[config.mk]
export PLATFORM = sky130hd
export DESIGN_NAME = lmp_packer
export DESIGN_NICKNAME = d
export VERILOG_FILES = /design/src/design/lmp_pkg.sv /design/src/design/lmp_fifo.sv /design/src/design/lmp_half_ser.sv /design/src/design/lmp_packer.sv
export SDC_FILE = /design/constraint.sdc
export NUM_CORES = 1
export LEC_CHECK = 0
export BUFFER_PORTS_ARGS = -buffer_cell sky130_fd_sc_hd__clkbuf_2
export CAP_MARGIN = 20
export CORE_MARGIN = 2
export CORE_UTILIZATION = 60
export DETAILED_ROUTE_END_ITERATION = 12
export GPL_TIMING_DRIVEN = 0
export HOLD_SLACK_MARGIN = 0.05
export PLACE_DENSITY_LB_ADDON = 0.1
export RECOVER_POWER = 100
export SYNTH_ARGS = -nofsm -noshare
export SYNTH_HDL_FRONTEND = slang
export SYNTH_SLANG_ARGS = --single-unit
export TNS_END_PERCENT = 10
[constraint.sdc]
create_clock -name i_core_clk -period 8.9 [get_ports i_core_clk]
set_input_delay 2.225 -clock i_core_clk [delete_from_list [all_inputs] [get_ports i_core_clk]]
set_output_delay 2.225 -clock i_core_clk [all_outputs]
set_load 0.005 [all_outputs]
[src/design/lmp_pkg.sv]
// list-mode word packer: shared constants, word layouts and types
// assumes one 250 MHz core clock; no software-visible registers
package lmp_pkg;
	// core clock period and derived timing
	localparam int CLK_PERIOD_NS = 4;
	localparam int TICK_NS = 80; // prescaler tick
	localparam int TICK_CYCLES = (TICK_NS + CLK_PERIOD_NS - 1) / CLK_PERIOD_NS;
	localparam int STAMP_MS = 10; // time-stamp period
	localparam int STAMP_TICKS = (STAMP_MS * 1000000) / TICK_NS;
	// counter widths
	localparam int PRESC_W = 18;
	localparam int TIME_W = 30;
	localparam int CONV_W = 12;
	// word tags in bits 31:30
	localparam logic [1:0] TAG_SYNC = 2'h0;
	localparam logic [1:0] TAG_LIVE = 2'h1;
	localparam logic [1:0] TAG_REAL = 2'h2;
	localparam logic [1:0] TAG_PEAK = 2'h3;
	// field positions inside the 30-bit body
	localparam int PEAK_ROUTE_POS = 29;
	localparam int PEAK_PRESC_LSB = 12;
	localparam int SYNC_REAL_LSB = 17;
	localparam int SYNC_REAL_W = 13;
	// fifo defaults
	localparam int FIFO_DEPTH = 16;
	localparam int WORD_W = 32;
	localparam int HALF_W = 16;
	// reset values
	localparam logic [TIME_W-1:0] TIME_RST = 30'h0;
	localparam logic [PRESC_W-1:0] PRESC_RST = 18'h0;
	// one output word
	typedef struct packed {
		logic [1:0] tag;
		logic [TIME_W-1:0] body;
	} lmp_word_type;
	// one peak event from the pulse processor
	typedef struct packed {
		logic route;
		logic [CONV_W-1:0] conv;
	} lmp_peak_type;
	// selector state
	typedef enum logic [0:0] {
		ST_IDLE = 1'b0,
		ST_LIVE = 1'b1
	} lmp_state_type;
endpackage

[src/design/lmp_fifo.sv]
// list-mode word packer: flip-flop fifo with valid/ready on both sides
// assumes push and pop happen on the one core clock
`timescale 1ns/1ns
module lmp_fifo #(
	parameter int WIDTH = 32,
	parameter int DEPTH = 16
) (
	// clock and reset
	input wire logic i_core_clk,
	input wire logic i_sys_rst,
	// fill side
	input wire logic i_in_valid,
	output logic o_in_ready,
	input wire logic [WIDTH-1:0] i_in_data,
	// drain side
	output logic o_out_valid,
	input wire logic i_out_ready,
	output logic [WIDTH-1:0] o_out_data
);
	localparam int AW = $clog2(DEPTH);
	logic [WIDTH-1:0] mem_q [DEPTH]; // storage
	logic [AW-1:0] wr_q; // write index
	logic [AW-1:0] rd_q; // read index
	logic [AW:0] cnt_q; // fill level
	wire push_w = i_in_valid && o_in_ready;
	wire pop_w = o_out_valid && i_out_ready;
	assign o_in_ready = (cnt_q != (AW+1)'(DEPTH));
	assign o_out_valid = (cnt_q != '0);
	assign o_out_data = mem_q[rd_q];
	// pointers and level
	always_ff @(posedge i_core_clk or posedge i_sys_rst) begin
		if (i_sys_rst) begin
			wr_q <= '0;
			rd_q <= '0;
			cnt_q <= '0;
		end else begin
			if (push_w) wr_q <= (wr_q == AW'(DEPTH-1)) ? '0 : wr_q + 1'b1;
			if (pop_w) rd_q <= (rd_q == AW'(DEPTH-1)) ? '0 : rd_q + 1'b1;
			cnt_q <= cnt_q + (AW+1)'(push_w) - (AW+1)'(pop_w);
		end
	end
	// storage write
	always_ff @(posedge i_core_clk) begin
		if (push_w) mem_q[wr_q] <= i_in_data;
	end
endmodule

[src/design/lmp_half_ser.sv]
// list-mode word packer: splits 32-bit words into 16-bit halves
// assumes the reader takes one half per cycle when ready is high
`timescale 1ns/1ns
module lmp_half_ser (
	// clock and reset
	input wire logic i_core_clk,
	input wire logic i_sys_rst,
	// word side
	input wire logic i_word_valid,
	output logic o_word_ready,
	input wire logic [31:0] i_word,
	// half side
	output logic o_half_valid,
	input wire logic i_half_ready,
	output logic [15:0] o_half
);
	logic full_q; // a half is on offer
	logic hi_q; // the offered half is the upper one
	logic [15:0] half_q; // offered half
	logic [15:0] upper_q; // upper half kept back
	wire take_w = full_q && i_half_ready;
	assign o_half_valid = full_q;
	assign o_half = half_q;
	assign o_word_ready = !full_q || (take_w && hi_q);
	// low half first, then upper half
	always_ff @(posedge i_core_clk or posedge i_sys_rst) begin
		if (i_sys_rst) begin
			full_q <= 1'b0;
			hi_q <= 1'b0;
			half_q <= 16'h0;
			upper_q <= 16'h0;
		end else if (i_word_valid && o_word_ready) begin
			full_q <= 1'b1;
			hi_q <= 1'b0;
			half_q <= i_word[15:0];
			upper_q <= i_word[31:16];
		end else if (take_w) begin
			full_q <= !hi_q;
			hi_q <= 1'b1;
			half_q <= upper_q;
		end
	end
	// the upper half always follows a taken lower half
	property p_half_order;
		@(posedge i_core_clk) disable iff (i_sys_rst)
		(take_w && !hi_q) |=> (full_q && hi_q && half_q == $past(upper_q));
	endproperty
	a_half_order: assert property (p_half_order) else $error("upper half did not follow lower half");
endmodule

[src/design/lmp_packer.sv]
// list-mode word packer: builds tagged 32-bit words from peak events,
// periodic real/live time stamps and external sync stamps, and streams
// them as 16-bit halves to the host readout path.
// assumes the pulse processor, sync input and live gate are synchronous
// to i_core_clk; the host reads by dma handshake or the fast port.
// Notes on behaviour
// - stream every event at once, never histogram
// - each event carries pulse height and arrival time
// - 32-bit words sent as 16-bit halves, low first
// - host reads via dma or fast read port
// - peak word: tag 3, route, prescaler, conversion
// - every 10 ms emit real then live stamp
// - sync pulse emits tag 0 sync-stamp word
// - sync real and prescaler are separate fields
// - sync stamp latches timebase at pulse instant
`timescale 1ns/1ns
module lmp_packer #(
	parameter int STAMP_TICKS = lmp_pkg::STAMP_TICKS, // 80 ns ticks per time stamp
	parameter int FIFO_DEPTH = lmp_pkg::FIFO_DEPTH
) (
	// clock and reset
	input wire logic i_core_clk,
	input wire logic i_sys_rst,
	// peak events from the pulse processor
	input wire logic i_peak_valid,
	output logic o_peak_ready,
	input wire lmp_pkg::lmp_peak_type i_peak,
	// timebase control
	input wire logic i_live_gate,
	input wire logic i_sync_in,
	// host readout
	input wire logic i_dma_mode,
	input wire logic i_dma_ack,
	output logic o_dma_req,
	input wire logic i_fast_readout_port_rd,
	output logic o_fast_readout_port_valid,
	output logic [15:0] o_fast_readout_port
);
	localparam int TW = $clog2(lmp_pkg::TICK_CYCLES);

	// timebase registers
	logic [TW-1:0] tick_q; // core cycles inside one 80 ns tick
	logic [lmp_pkg::PRESC_W-1:0] presc_q; // 80 ns ticks inside one stamp period
	logic [lmp_pkg::TIME_W-1:0] real_q; // real time in stamp periods
	logic [lmp_pkg::TIME_W-1:0] live_q; // live time in stamp periods
	logic sync_prev_q; // previous sync level for edge detect

	// pending words
	logic ts_pend_q; // time-stamp pair due
	logic sync_pend_q; // sync stamp due
	logic peak_pend_q; // peak word captured
	lmp_pkg::lmp_word_type real_word_q; // latched real-time word
	lmp_pkg::lmp_word_type live_word_q; // latched live-time word
	lmp_pkg::lmp_word_type sync_word_q; // latched sync word
	lmp_pkg::lmp_word_type peak_word_q; // latched peak word
	lmp_pkg::lmp_state_type state_q;
	lmp_pkg::lmp_state_type state_d;

	// timebase decode
	wire tick_w = (tick_q == TW'(lmp_pkg::TICK_CYCLES - 1));
	wire stamp_due_w = tick_w && (presc_q == lmp_pkg::PRESC_W'(STAMP_TICKS - 1));
	wire sync_edge_w = i_sync_in && !sync_prev_q;
	wire peak_take_w = i_peak_valid && o_peak_ready;

	// fifo connections
	logic fifo_in_ready;
	logic fifo_out_valid;
	logic [31:0] fifo_out_data;
	logic ser_word_ready;
	logic ser_half_valid;
	logic [15:0] ser_half;
	lmp_pkg::lmp_word_type push_word;
	logic push_valid;

	// builds a peak word from an event and the current prescaler
	function automatic lmp_pkg::lmp_word_type peak_word(input lmp_pkg::lmp_peak_type pk,
		input logic [lmp_pkg::PRESC_W-1:0] ps);
		lmp_pkg::lmp_word_type w;
		w.tag = lmp_pkg::TAG_PEAK;
		w.body = {pk.route, ps[lmp_pkg::PRESC_W-1:1], pk.conv};
		return w;
	endfunction

	// builds a sync word: two separate fields, not one count
	function automatic lmp_pkg::lmp_word_type sync_word(input logic [lmp_pkg::TIME_W-1:0] rt,
		input logic [lmp_pkg::PRESC_W-1:0] ps);
		lmp_pkg::lmp_word_type w;
		w.tag = lmp_pkg::TAG_SYNC;
		w.body = {rt[lmp_pkg::SYNC_REAL_W-1:0], ps[lmp_pkg::PRESC_W-1:1]};
		return w;
	endfunction

	// core-cycle and prescaler counters
	always_ff @(posedge i_core_clk or posedge i_sys_rst) begin
		if (i_sys_rst) begin
			tick_q <= '0;
			presc_q <= lmp_pkg::PRESC_RST;
		end else begin
			tick_q <= tick_w ? '0 : tick_q + 1'b1;
			if (stamp_due_w) presc_q <= lmp_pkg::PRESC_RST;
			else if (tick_w) presc_q <= presc_q + 1'b1;
		end
	end

	// real time advanced once per stamp period, live time only when i_live_gate is high
	always_ff @(posedge i_core_clk or posedge i_sys_rst) begin
		if (i_sys_rst) begin
			real_q <= lmp_pkg::TIME_RST;
			live_q <= lmp_pkg::TIME_RST;
		end else if (stamp_due_w) begin
			real_q <= real_q + 1'b1;
			if (i_live_gate) live_q <= live_q + 1'b1;
		end
	end

	// time-stamp pair capture; set wins over the clear
	always_ff @(posedge i_core_clk or posedge i_sys_rst) begin
		if (i_sys_rst) begin
			ts_pend_q <= 1'b0;
			real_word_q <= '0;
			live_word_q <= '0;
		end else if (stamp_due_w) begin
			ts_pend_q <= 1'b1;
			real_word_q <= {lmp_pkg::TAG_REAL, real_q + 1'b1};
			live_word_q <= {lmp_pkg::TAG_LIVE, i_live_gate ? live_q + 1'b1 : live_q};
		end else if (state_q == lmp_pkg::ST_LIVE && fifo_in_ready) begin
			ts_pend_q <= 1'b0;
		end
	end

	// sync stamp capture at the pulse instant
	always_ff @(posedge i_core_clk or posedge i_sys_rst) begin
		if (i_sys_rst) begin
			sync_prev_q <= 1'b0;
			sync_pend_q <= 1'b0;
			sync_word_q <= '0;
		end else begin
			sync_prev_q <= i_sync_in;
			if (sync_edge_w) begin
				sync_pend_q <= 1'b1;
				sync_word_q <= sync_word(real_q, presc_q);
			end else if (state_d == lmp_pkg::ST_IDLE && state_q == lmp_pkg::ST_IDLE && !ts_pend_q
				&& fifo_in_ready) begin
				sync_pend_q <= 1'b0;
			end
		end
	end

	// peak capture with arrival time
	always_ff @(posedge i_core_clk or posedge i_sys_rst) begin
		if (i_sys_rst) begin
			peak_pend_q <= 1'b0;
			peak_word_q <= '0;
		end else if (peak_take_w) begin
			peak_pend_q <= 1'b1;
			peak_word_q <= peak_word(i_peak, presc_q);
		end else if (state_q == lmp_pkg::ST_IDLE && !ts_pend_q && !sync_pend_q && fifo_in_ready) begin
			peak_pend_q <= 1'b0;
		end
	end

	// a new event waits only while the previous one is still held
	assign o_peak_ready = !peak_pend_q;

	// fixed order: time-stamp pair, then sync, then peak
	assign push_valid = (state_q == lmp_pkg::ST_LIVE) || ts_pend_q || sync_pend_q || peak_pend_q;
	assign push_word = (state_q == lmp_pkg::ST_LIVE) ? live_word_q :
		ts_pend_q ? real_word_q :
		sync_pend_q ? sync_word_q : peak_word_q;

	// selector state: the live word always follows the real word
	always_comb begin
		state_d = state_q;
		case (state_q)
			lmp_pkg::ST_IDLE: begin
				if (ts_pend_q && fifo_in_ready) state_d = lmp_pkg::ST_LIVE;
			end
			lmp_pkg::ST_LIVE: begin
				if (fifo_in_ready) state_d = lmp_pkg::ST_IDLE;
			end
			default: begin
				state_d = lmp_pkg::ST_IDLE;
			end
		endcase
	end

	// state register
	always_ff @(posedge i_core_clk or posedge i_sys_rst) begin
		if (i_sys_rst) state_q <= lmp_pkg::ST_IDLE;
		else state_q <= state_d;
	end

	// output word buffer
	lmp_fifo #(
		.WIDTH(lmp_pkg::WORD_W),
		.DEPTH(FIFO_DEPTH)
	) u_fifo (
		.i_core_clk(i_core_clk),
		.i_sys_rst(i_sys_rst),
		.i_in_valid(push_valid),
		.o_in_ready(fifo_in_ready),
		.i_in_data(push_word),
		.o_out_valid(fifo_out_valid),
		.i_out_ready(ser_word_ready),
		.o_out_data(fifo_out_data)
	);

	// host takes a half by dma acknowledge or by fast-port read
	wire half_ready_w = i_dma_mode ? i_dma_ack : i_fast_readout_port_rd;

	// split into little-endian halves
	lmp_half_ser u_ser (
		.i_core_clk(i_core_clk),
		.i_sys_rst(i_sys_rst),
		.i_word_valid(fifo_out_valid),
		.o_word_ready(ser_word_ready),
		.i_word(fifo_out_data),
		.o_half_valid(ser_half_valid),
		.i_half_ready(half_ready_w),
		.o_half(ser_half)
	);

	// readout outputs
	assign o_dma_req = ser_half_valid && i_dma_mode;
	assign o_fast_readout_port_valid = ser_half_valid && !i_dma_mode;
	assign o_fast_readout_port = ser_half;

	// helper: pushes into the fifo
	wire push_w = push_valid && fifo_in_ready;

	property p_ts_pair;
		@(posedge i_core_clk) disable iff (i_sys_rst)
		(push_w && push_word.tag == lmp_pkg::TAG_REAL) |=> (state_q == lmp_pkg::ST_LIVE && push_word.tag == lmp_pkg::TAG_LIVE);
	endproperty
	a_ts_pair: assert property (p_ts_pair) else $error("real stamp not followed by live stamp");

	property p_stamp_pending;
		@(posedge i_core_clk) disable iff (i_sys_rst)
		stamp_due_w |=> (ts_pend_q && real_word_q.body == $past(real_q) + 1'b1);
	endproperty
	a_stamp_pending: assert property (p_stamp_pending) else $error("time stamp not raised");

	property p_peak_word;
		@(posedge i_core_clk) disable iff (i_sys_rst)
		peak_take_w |=> (peak_word_q.tag == 2'h3 && peak_word_q.body[11:0] == $past(i_peak.conv)
			&& peak_word_q.body[28:12] == $past(presc_q[17:1]) && peak_word_q.body[29] == $past(i_peak.route));
	endproperty
	a_peak_word: assert property (p_peak_word) else $error("peak word fields wrong");

	property p_sync_word;
		@(posedge i_core_clk) disable iff (i_sys_rst)
		sync_edge_w |=> (sync_pend_q && sync_word_q.tag == 2'h0 && sync_word_q.body[29:17] == $past(real_q[12:0])
			&& sync_word_q.body[16:0] == $past(presc_q[17:1]));
	endproperty
	a_sync_word: assert property (p_sync_word) else $error("sync word not latched");

	property p_peak_kept;
		@(posedge i_core_clk) disable iff (i_sys_rst)
		(peak_pend_q && (ts_pend_q || sync_pend_q || state_q == lmp_pkg::ST_LIVE || !fifo_in_ready)) |=> peak_pend_q;
	endproperty
	a_peak_kept: assert property (p_peak_kept) else $error("peak dropped");

	property p_order;
		@(posedge i_core_clk) disable iff (i_sys_rst)
		(push_w && ts_pend_q && state_q == lmp_pkg::ST_IDLE) |-> push_word.tag == lmp_pkg::TAG_REAL;
	endproperty
	a_order: assert property (p_order) else $error("stamp pair not given priority");

	property p_peak_ready;
		@(posedge i_core_clk) disable iff (i_sys_rst)
		peak_take_w |=> !o_peak_ready;
	endproperty
	a_peak_ready: assert property (p_peak_ready) else $error("peak ready not lowered");

	property p_half_route;
		@(posedge i_core_clk) disable iff (i_sys_rst)
		i_dma_mode |-> (o_dma_req == ser_half_valid && !o_fast_readout_port_valid);
	endproperty
	a_half_route: assert property (p_half_route) else $error("readout path mismatch");

	property p_presc_wrap;
		@(posedge i_core_clk) disable iff (i_sys_rst)
		stamp_due_w |=> (presc_q == '0 && real_q == $past(real_q) + 1'b1);
	endproperty
	a_presc_wrap: assert property (p_presc_wrap) else $error("timebase did not wrap");

	// live stamp carries the gate level sampled at the period end
	property p_live_word;
		@(posedge i_core_clk) disable iff (i_sys_rst)
		stamp_due_w |=> (live_word_q.tag == lmp_pkg::TAG_LIVE
			&& live_word_q.body == $past(live_q) + {29'h0, $past(i_live_gate)});
	endproperty
	a_live_word: assert property (p_live_word) else $error("live stamp value wrong");

	// a pushed peak frees the event input in the next cycle
	property p_peak_release;
		@(posedge i_core_clk) disable iff (i_sys_rst)
		(push_w && push_word.tag == lmp_pkg::TAG_PEAK) |=> o_peak_ready;
	endproperty
	a_peak_release: assert property (p_peak_release) else $error("peak input not freed after push");

	// a waiting sync stamp survives a stamp pair or a full buffer
	property p_sync_kept;
		@(posedge i_core_clk) disable iff (i_sys_rst)
		(sync_pend_q && (ts_pend_q || state_q == lmp_pkg::ST_LIVE || !fifo_in_ready)) |=> sync_pend_q;
	endproperty
	a_sync_kept: assert property (p_sync_kept) else $error("sync stamp dropped");

	c_ts: cover property (@(posedge i_core_clk) disable iff (i_sys_rst) push_w && push_word.tag == lmp_pkg::TAG_LIVE);
	c_sync: cover property (@(posedge i_core_clk) disable iff (i_sys_rst) push_w && push_word.tag == lmp_pkg::TAG_SYNC);
	c_clash: cover property (@(posedge i_core_clk) disable iff (i_sys_rst) ts_pend_q && sync_pend_q && peak_pend_q);
	c_full: cover property (@(posedge i_core_clk) disable iff (i_sys_rst) push_valid && !fifo_in_ready);
endmodule

### After elaboration in Yosys (flattened, before gate mapping)

Memories as Yosys holds them, arrays and structs flattened.
Cells that the tools add are included.
Widths: inputs -> output; s select.

* RAM bits: 512
* logic and storage cells: 98
* bits in read-only memories: 0
* latch bits: 0
* input bits: 21
* output and inout port bits: 19
* register bits after elaboration: 197
* memories: 1

* divide/modulo/power cells: 0
* bitwise logic cells: 2
* multiplexer cells: 27
* equality and inequality tests: 5
* order comparisons: 0
* reductions and logical operators: 35
* $mul: 0
* add/subtract/negate cells: 8
* shift-type cells: 0

Memories
* u_fifo.mem_q: words 16, bits a word 32, read ports 1, clocked after memory_dff 0, write ports 1, RTL line lmp_fifo.sv:21 `logic [WIDTH-1:0] mem_q [DEPTH];`

Operators by type and width (count)
* $mux 32: 3
* $add 30x1->30 const B: 2
* $mux 18: 2
* $mux 16: 2
* $mux 30: 1
* $add 18x1->18 const B: 1
* $eq 18x17->1 const B: 1
* $logic_and 1x1->1: 17
* $mux 1: 15
* $reduce_bool 2->1: 5
* $add 4x1->4 const B: 2
* $eq 4x4->1 const B: 2
* $mux 4: 2
* $logic_not 1->1: 7
* $add 5x1->5: 1
* $add 5x1->5 const B: 1
* $eq 5x5->1 const B: 1
* $mux 5: 1
* $ne 5x5->1 const B: 1
* $reduce_bool 5->1: 1
* $sub 5x1->5: 1
* $logic_or 1x1->1: 4
* $not 1->1: 2
* $pmux 1 s2: 1
* $reduce_and 2->1: 1

### Longest topological paths before layout

Gate-level depths: netlist of run 1.

* depth in word-level cells: 10
* depth in mapped cells: 14
* gate-level depth less buffers: 13

### Hierarchy

Synthesis of run 1 repeated with hierarchy kept, for this count alone.

* cell total of the unflattened synthesis: 1839
* area, all modules: 29246.8 um^2

Modules (own cells, without submodules)
* lmp_fifo: cells an instance 1019, area each 20355.8 um^2, seq. area each 15700.1 um^2, instances 1
* lmp_packer: cells an instance 706, area each 7387.1 um^2, seq. area each 3753.6 um^2, instances 1
* lmp_half_ser: cells an instance 114, area each 1503.9 um^2, seq. area each 850.8 um^2, instances 1

### Worst setup path after synthesis of run 1

OpenSTA, ideal clock, no wires.

* path kind: input to output
* from: in i_dma_mode
* to: out o_dma_req
* stages: 1
* data arrival time: 2.350 ns
* buffers on the path: 0
* path slack: 4.325 ns
* required time: 6.675 ns
* cell sequence: and2_1

* cells in the longest elaborated chain, start to end: 1

RTL lines
* start: declaration: RTL line lmp_packer.sv:32 `input wire logic i_dma_mode,`
* $logic_and 1x1->1: RTL line lmp_packer.sv:224 `assign o_dma_req = ser_half_valid && i_dma_mode;`
* end: declaration: RTL line lmp_packer.sv:34 `output logic o_dma_req,`

No other way between the ends.

### Worst setup path in the final report of run 1

Ends and elaborated chain as after synthesis.

==> results.md, run 1 <==
* finished, violations left — run status
* max-capacitance violations, max-slew violations — violations in the final reports
* 54.2% — post-route clock period utilization
* 0 ns — accumulated negative setup slack
* 2427 — placed insts
* 0.0475 mm^2 — Core Area
* edfxtp_1 — most common flop cell mapped by yosys
* 12.1% — layout overhead on the synthesized area
* 0.833 — final weighted congestion of routability-driven global placement
* 0 — overflow left after global routing
* 0 — # diodes
* edfxtp_1 54%, dfrtp_1 17%, mux4_2 10%, mux2_2 2.4%, mux2i_1 2.4% — cells taking the most area after synthesis
* 6.58 mW — design internal power
* 101000 um — wire length of the first global-routing pass
* 13 — max-cap check violation count
* 0.0287 mm^2 — post-synthesis cell area
* 0 — count of hold buffers inserted by post-cts repair
* 0 — number of antenna violations at the first check in global routing
* 3 — number of buffers between clock root and the deepest sink
* 67.7% — post-route core utilization
* 223 um — floorplan die width
* 5 — 1st-pass router iterations
* 39 — Port Buffers
* 1929 — post-layout net count
* 16100 — vias in the first global route
* 0.00793 mm^2 — area of the multi-input gates
* 709 — TritonCTS sink count
* 6.23 — vias per cell
* 9.35 mW — power consumption
* 40 — number of top-level design ports
* 0 — endpoints failing setup
* flip-flop to flip-flop — classification of the worst-slack hold path
* 357 — Pins Over Slew Limit
* 2.60 ns — arrival time of the worst setup path
* 31.2% — part of the total power dissipated in the clock network
* 0 — number of gates resized after cts
* 0.0203 mm^2 — area of all sequential standard cells
* 0 — setup fix buffers added after clock tree synthesis
* 45400 um — detailed-placement wirelength estimate
* 4.82 ns — final worst path period need
* 3 — count of H-tree levels built during CTS
* 29.6% — switching part of the total power
* 0.000161 V — Worst VDD drop
* 0.14 ns — largest stage delay on the critical path
* false — RSZ-0062 raised after global routing
* 11.9 nW — total leakage power
* 24.6% — part of the power in combinational logic
* 108 — pin count of the biggest net entering global routing
* 3 — CP Max Fanout
* 52 — synth unique cells
* 0 — Antenna Violating Nets Remaining
* 17.3% — fraction of layout cells with a size suffix above 1
* 1714 — instance count of the mapped netlist
* 53.5% — top cell type's share of synthesized area
* 1751 — Mapped Nets
* 27.8% — fraction of synthesis flops using an asynchronous set or reset pin
* and2_0 — slowest library cell on the worst path
* 709 — register bit count reported by yosys
* 72 — total CTS buffers
* 80 — num rows
* 16000 — Vias
* 60.4% — initial core utilization
* 70.7% — portion of the post-synthesis area used by sequential elements
* 2559 — Finished Layout Cells
* 2 — crit path buf inv count
* 26.2 um — routed len/inst
* buffers and inverters — cell family with most CP delay
* 2.77 mW — net switching power
* 66900 um — WL final
* 0 — synthesis warning total
* 290 mW/mm^2 — power density relative to cell area
* 4.05 ns — slew at the pin with the worst max-slew slack
* 6.68 ns — Data required, critical path
* 44.2% — sequential power share
* 0.61 ns — insertion delay of the later-clocked pin in the worst-skew pair
* 0.0497 mm^2 — Die Area
* 0.0235 ns — Worst Skew
* 512 — Post-synth EDFFs
* output pin — category of the worst setup path capture point
* 0 — endpoints failing hold
* -171% — slew margin rel.
* 16.8 um^2 — Mean Syn Cell Area
* 0 — Remaining DRCs
* edfxtp_1 — library cell occupying the most area in the post-synthesis netlist
* clkbuf_16 — root cell of the clock tree
* 1414 — Detailed Route Iter0 Violations
* input pin — Critical Path Start Type
* clkbuf_1 > and2_0 > clkbuf_2 — critical-path cell list
* 207 MHz — achievable frequency
* input pin to output pin — CP Class
* 27.8% — global routing usage summed across all routing layers
* 0.463 ns — smallest hold slack
* done — TritonCTS clock tree
* 223 um — die height
* 3225 — filler instances
* 0.06 ns — clock transition time at the flip-flop clock pins of the worst setup and hold paths
Yosys cell counts, types with 5 or more instances:
cell type and n:
nand2_1 146, nor3_1 24, buf_2 5, and2_1 10
nor2b_1 18, and3_1 12, dfrtp_1 197, nor2_1 63
nand3_1 33, buf_1 23, clkbuf_1 62, xnor2_1 53
mux2_2 61, o21ai_0 60, nand4_1 22, mux2i_1 68
nor4_1 11, o221ai_1 16, a21oi_1 36, inv_1 23
edfxtp_1 512, mux4_2 128, xor2_1 26, ha_1 15
nand2b_1 20, a211oi_1 28
routing by layer:
layer / up-vias / GRT usage [%] / routed length (um)
met1: 8326 / 37.7 / 27300
li1: 6954 / - / -
met4: 0 / 11.4 / 2390
met5: - / 0 / 0
met2: 546 / 45.9 / 33400
met3: 128 / 3.97 / 3900
power by group through the flow:
stage / Clock (mW) / Combinational [mW] / Sequential, mW
global placement: 0 / 2.21 / 4.20
CTS: 2.96 / 2.41 / 4.11
global route: 3.07 / 2.48 / 4.15
floorplan: 0 / 1.54 / 4.12
finish: 2.92 / 2.30 / 4.13
detailed placement: 0 / 2.39 / 4.18
final timing paths:
path,slack [ns],from,cells after the start,to
worst min register to register,0.46,tick_q[0],1,tick_q[0]
worst max register to register,4.17,sync_pend_q,6,u_fifo.mem_q[3][28]
worst max-delay path,4.08,i_dma_mode,3,o_dma_req
worst min-delay path,0.46,tick_q[0],1,tick_q[0]
min in group asynchronous,2.81,i_sys_rst,2,tick_q[1]
max in group asynchronous,4.25,i_sys_rst,2,live_word_q[26]
state kept, by name, indices dropped and copies added (netlist names), 4 cells and up:
signal and cells:
live_word_q 31, peak_word_q 31, presc_q 18, real_word_q 30, sync_word_q 30, tick_q 5
u_fifo.cnt_q 5, u_fifo.mem_q 512, u_fifo.rd_q 4, u_fifo.wr_q 4, u_ser.o_half 16, u_ser.upper_q 16
layout by cell type (no fill, tap or decap), types with 26 or more instances in the layout:
cell type / count
edfxtp_1: 512
dfrtp_1: 197
clkbuf_1: 161
nand2_1: 146
mux4_2: 128
clkbuf_16: 73
mux2i_1: 68
nor2_1: 63
mux2_2: 61
o21ai_0: 60
xnor2_1: 53
a21oi_1: 36
nand3_1: 33
a211oi_1: 28
nor3_1: 27
clkbuf_2: 27
xor2_1: 26
final cells by class:
| type | count | area share [%] |
|---|---|---|
| Tap cell | 615 | 2.39 |
| Clock inverter | 30 | 0.835 |
| Sequential cell | 709 | 63.1 |
| Buffer | 93 | 1.13 |
| Multi-Input combinational cell | 889 | 24.6 |
| Timing Repair Buffer | 104 | 1.50 |
| Inverter | 23 | 0.272 |
| Clock buffer | 96 | 6.19 |
cell families after synthesis:
| family | Yosys count | synth area share, % |
|---|---|---|
| and+or+nand+nor | 384 | 6.53 |
| muxes | 257 | 14.8 |
| DFF | 709 | 70.7 |
| buffers and inverters | 116 | 1.63 |
| adders and majority gates | 16 | 0.723 |
| AOI/OAI and AO/OA | 153 | 3.27 |
| xor gates and xnor gates | 79 | 2.41 |
worst register-to-register path, delay by kind of cell (launching register included):
kind	cells	cell delay, ns
AND/OR/NAND/NOR	3	1.76
flip-flops	1	0.32
AO/OA/AOI/OAI	1	0.61
buffers and inverters	2	1.60
per-stage QoR:
step	instance area, um^2	worst slack, ns
after global routing	32200	3.56
after global placement	29700	-1.03
after CTS	32700	4.11
after floorplan	28700	1.31
after detailed placement	30500	3.70
final	32200	4.08
No activity file was read; power rests on OpenSTA's default activity.
==> run 2, diff against run 1 <==
Settings changed: CORE_UTILIZATION 60 to 57.
Clock period 8.9 ns to 4.3 ns, I/O delays scaled along.
==> results.md, run 2 (synthesis results as in run 1) <==
* u_fifo.cnt_q[3] — worst setup path startpoint
* 229 um — die height, +2.6%
* 0 — Antenna Violating Nets Remaining, unchanged
* 0.0500 mm^2 — Core Area, +5.1%
* 0.000279 V — Worst VDD drop, +73%
* 12.0 nW — total leakage power, +1.5%
* 16000 — Vias, +0.081%
* 7 — cell depth of the worst flop-to-flop path, +1
* flip-flop — category of the worst setup path capture point
* 0.0522 mm^2 — Die Area, +5.2%
* 5 — max-cap check violation count, -8
* 0 — count of hold buffers inserted by post-cts repair, unchanged
* edfxtp_1 — most common library cell in the layout ignoring fill and taps
* 604 mW/mm^2 — power density relative to cell area, +110%
* 91.3% — post-route clock period utilization
* 512 x edfxtp_1, 197 x dfrtp_1, 146 x nand2_1, 133 x clkbuf_1, 128 x mux4_2 — top library cells by usage in the layout, fill and taps aside
* 0 — setup fix buffers added after clock tree synthesis, unchanged
* u_fifo.cnt_q[3] — r2r startpoint
* clkbuf_16 — root cell of the clock tree
* 229 um — floorplan die width, +2.6%
* 8 — 1st-pass router iterations, +3
* 0 — # diodes, unchanged
* 0 — number of antenna violations at the first check in global routing, unchanged
* 40 — number of top-level design ports, unchanged
* false — RSZ-0062 raised after global routing
* 3 — number of buffers between clock root and the deepest sink, unchanged
* 0.0357 ns — Worst Skew, +0.0122 ns
* 82 — num rows, +2.5%
* 4.21 ns — arrival time of the worst setup path, +1.61 ns
* 103000 um — wire length of the first global-routing pass, +2.3%
* 10 — CP Max Fanout, +7
* 3 — count of H-tree levels built during CTS, unchanged
* flip-flop to flip-flop — classification of the worst-slack hold path
* 68000 um — WL final, +1.6%
* -61.7% — slew margin rel., +110 points
* 2.43 ns — slew at the pin with the worst max-slew slack, -1.62 ns
* 1932 — post-layout net count, +0.16%
* 0 — overflow left after global routing, unchanged
* tick_q[0] — Hold Crit Start
* 0 — endpoints failing setup, unchanged
* 39 — Port Buffers, unchanged
* max-capacitance violations, max-slew violations — violations in the final reports
* 18.7% — fraction of layout cells with a size suffix above 1, +1.4 points
* 45900 um — detailed-placement wirelength estimate, +1.1%
* finished, violations left — run status
* 0.838 — final weighted congestion of routability-driven global placement, +0.62%
* 71 — total CTS buffers, -1.4%
* 0 ns — accumulated negative setup slack, unchanged
* 2622 — Finished Layout Cells, +2.5%
* 6.09 — vias per cell, -2.3%
* 255 MHz — achievable frequency
* 0 — endpoints failing hold, unchanged
* flip-flop to flip-flop — CP Class
* 1402 — Detailed Route Iter0 Violations, -0.85%
* 0 — Remaining DRCs, unchanged
* 16400 — vias in the first global route, +2.3%
* 91 — Pins Over Slew Limit, -75%
* 4.59 ns — Data required, critical path, -2.09 ns
* u_fifo.mem_q — register bank with the most flops
* u_fifo.mem_q (512), live_word_q (31), peak_word_q (31) — Largest regs
* 57.5% — initial core utilization, -2.9 points
* 26.8% — global routing usage summed across all routing layers, -0.93 points
* 43 — pin count of the biggest net entering global routing, -60%
* flip-flop — Critical Path Start Type
* 25.9 um — routed len/inst, -0.80%
* 709 — TritonCTS sink count, unchanged
* done — TritonCTS clock tree
* 0.06 ns — clock transition time at the flip-flop clock pins of the worst setup and hold paths, about the same
* 3.92 ns — final worst path period need
* 0 — number of gates resized after cts, unchanged
* 0.63 ns — insertion delay of the later-clocked pin in the worst-skew pair, +0.02 ns
* 13.3% — layout overhead on the synthesized area
* 3564 — filler instances, +11%
* 2490 — placed insts, +2.6%
* 512 — number of flip-flops in the largest register, unchanged
* 1 — WHS Path Cells, unchanged
==> run 2: final timing paths <==
path / end / slack (ns)
hold / removal: tick_q[0] / 0.46
hold reg to reg: tick_q[0] / 0.46
min in group asynchronous: live_word_q[9] / 0.65
max in group asynchronous: u_ser.upper_q[14] / 0.87
setup reg to reg: u_fifo.mem_q[7][13] / 0.38
setup / recovery: u_fifo.mem_q[7][13] / 0.38
==> run 2: worst max-delay path: stages (launching register included) <==
cell	delay [ns]
dfrtp_1	0.38
inv_1	0.07
ha_1	0.22
a32oi_1	0.66
nand2_1	0.30
nor3_1	1.10
clkbuf_1	0.49
clkbuf_2	0.38
==> run 2: final cells by class <==
type,count,area (um^2),area share [%]
Inverter,23,87.6,0.269
Multi-Input combinational cell,889,7950,24.4
Tap cell,672,841,2.58
Buffer,93,362,1.11
Clock inverter,38,414,1.27
Sequential cell,709,20300,62.4
Clock buffer,90,1960,6.03
Timing Repair Buffer,108,646,1.98
==> run 2: metal layers <==
metal	vias up	part of all wire [%]	routed length, um	track usage, %
li1	6965	-	-	-
met2	554	49	33700	45.0
met3	122	6.5	4410	3.56
met4	0	3.3	2280	9.93
met5	-	0	0	0
met1	8326	41	27700	36.5
==> run 2: metrics by stage <==
stage                     setup WS [ns]  cell area [um^2]  utilization, %  hold WS (ns)  total power [mW]
after detailed placement          0.345             30600            61.3         0.456              13.6
after global placement            -2.78             29800            59.6         0.450              13.3
after floorplan                   0.304             28700               -         0.433              11.7
after global routing              0.215             32600            65.2         0.481              20.4
after CTS                         0.600             33000            66.1         0.464              19.9
final                             0.376             32600            65.2         0.461              19.7
==> run 2: power breakdown <==
part	switching (mW)	internal, mW
logic	2.89	1.95
clock network	2.58	3.72
registers	0.319	8.21
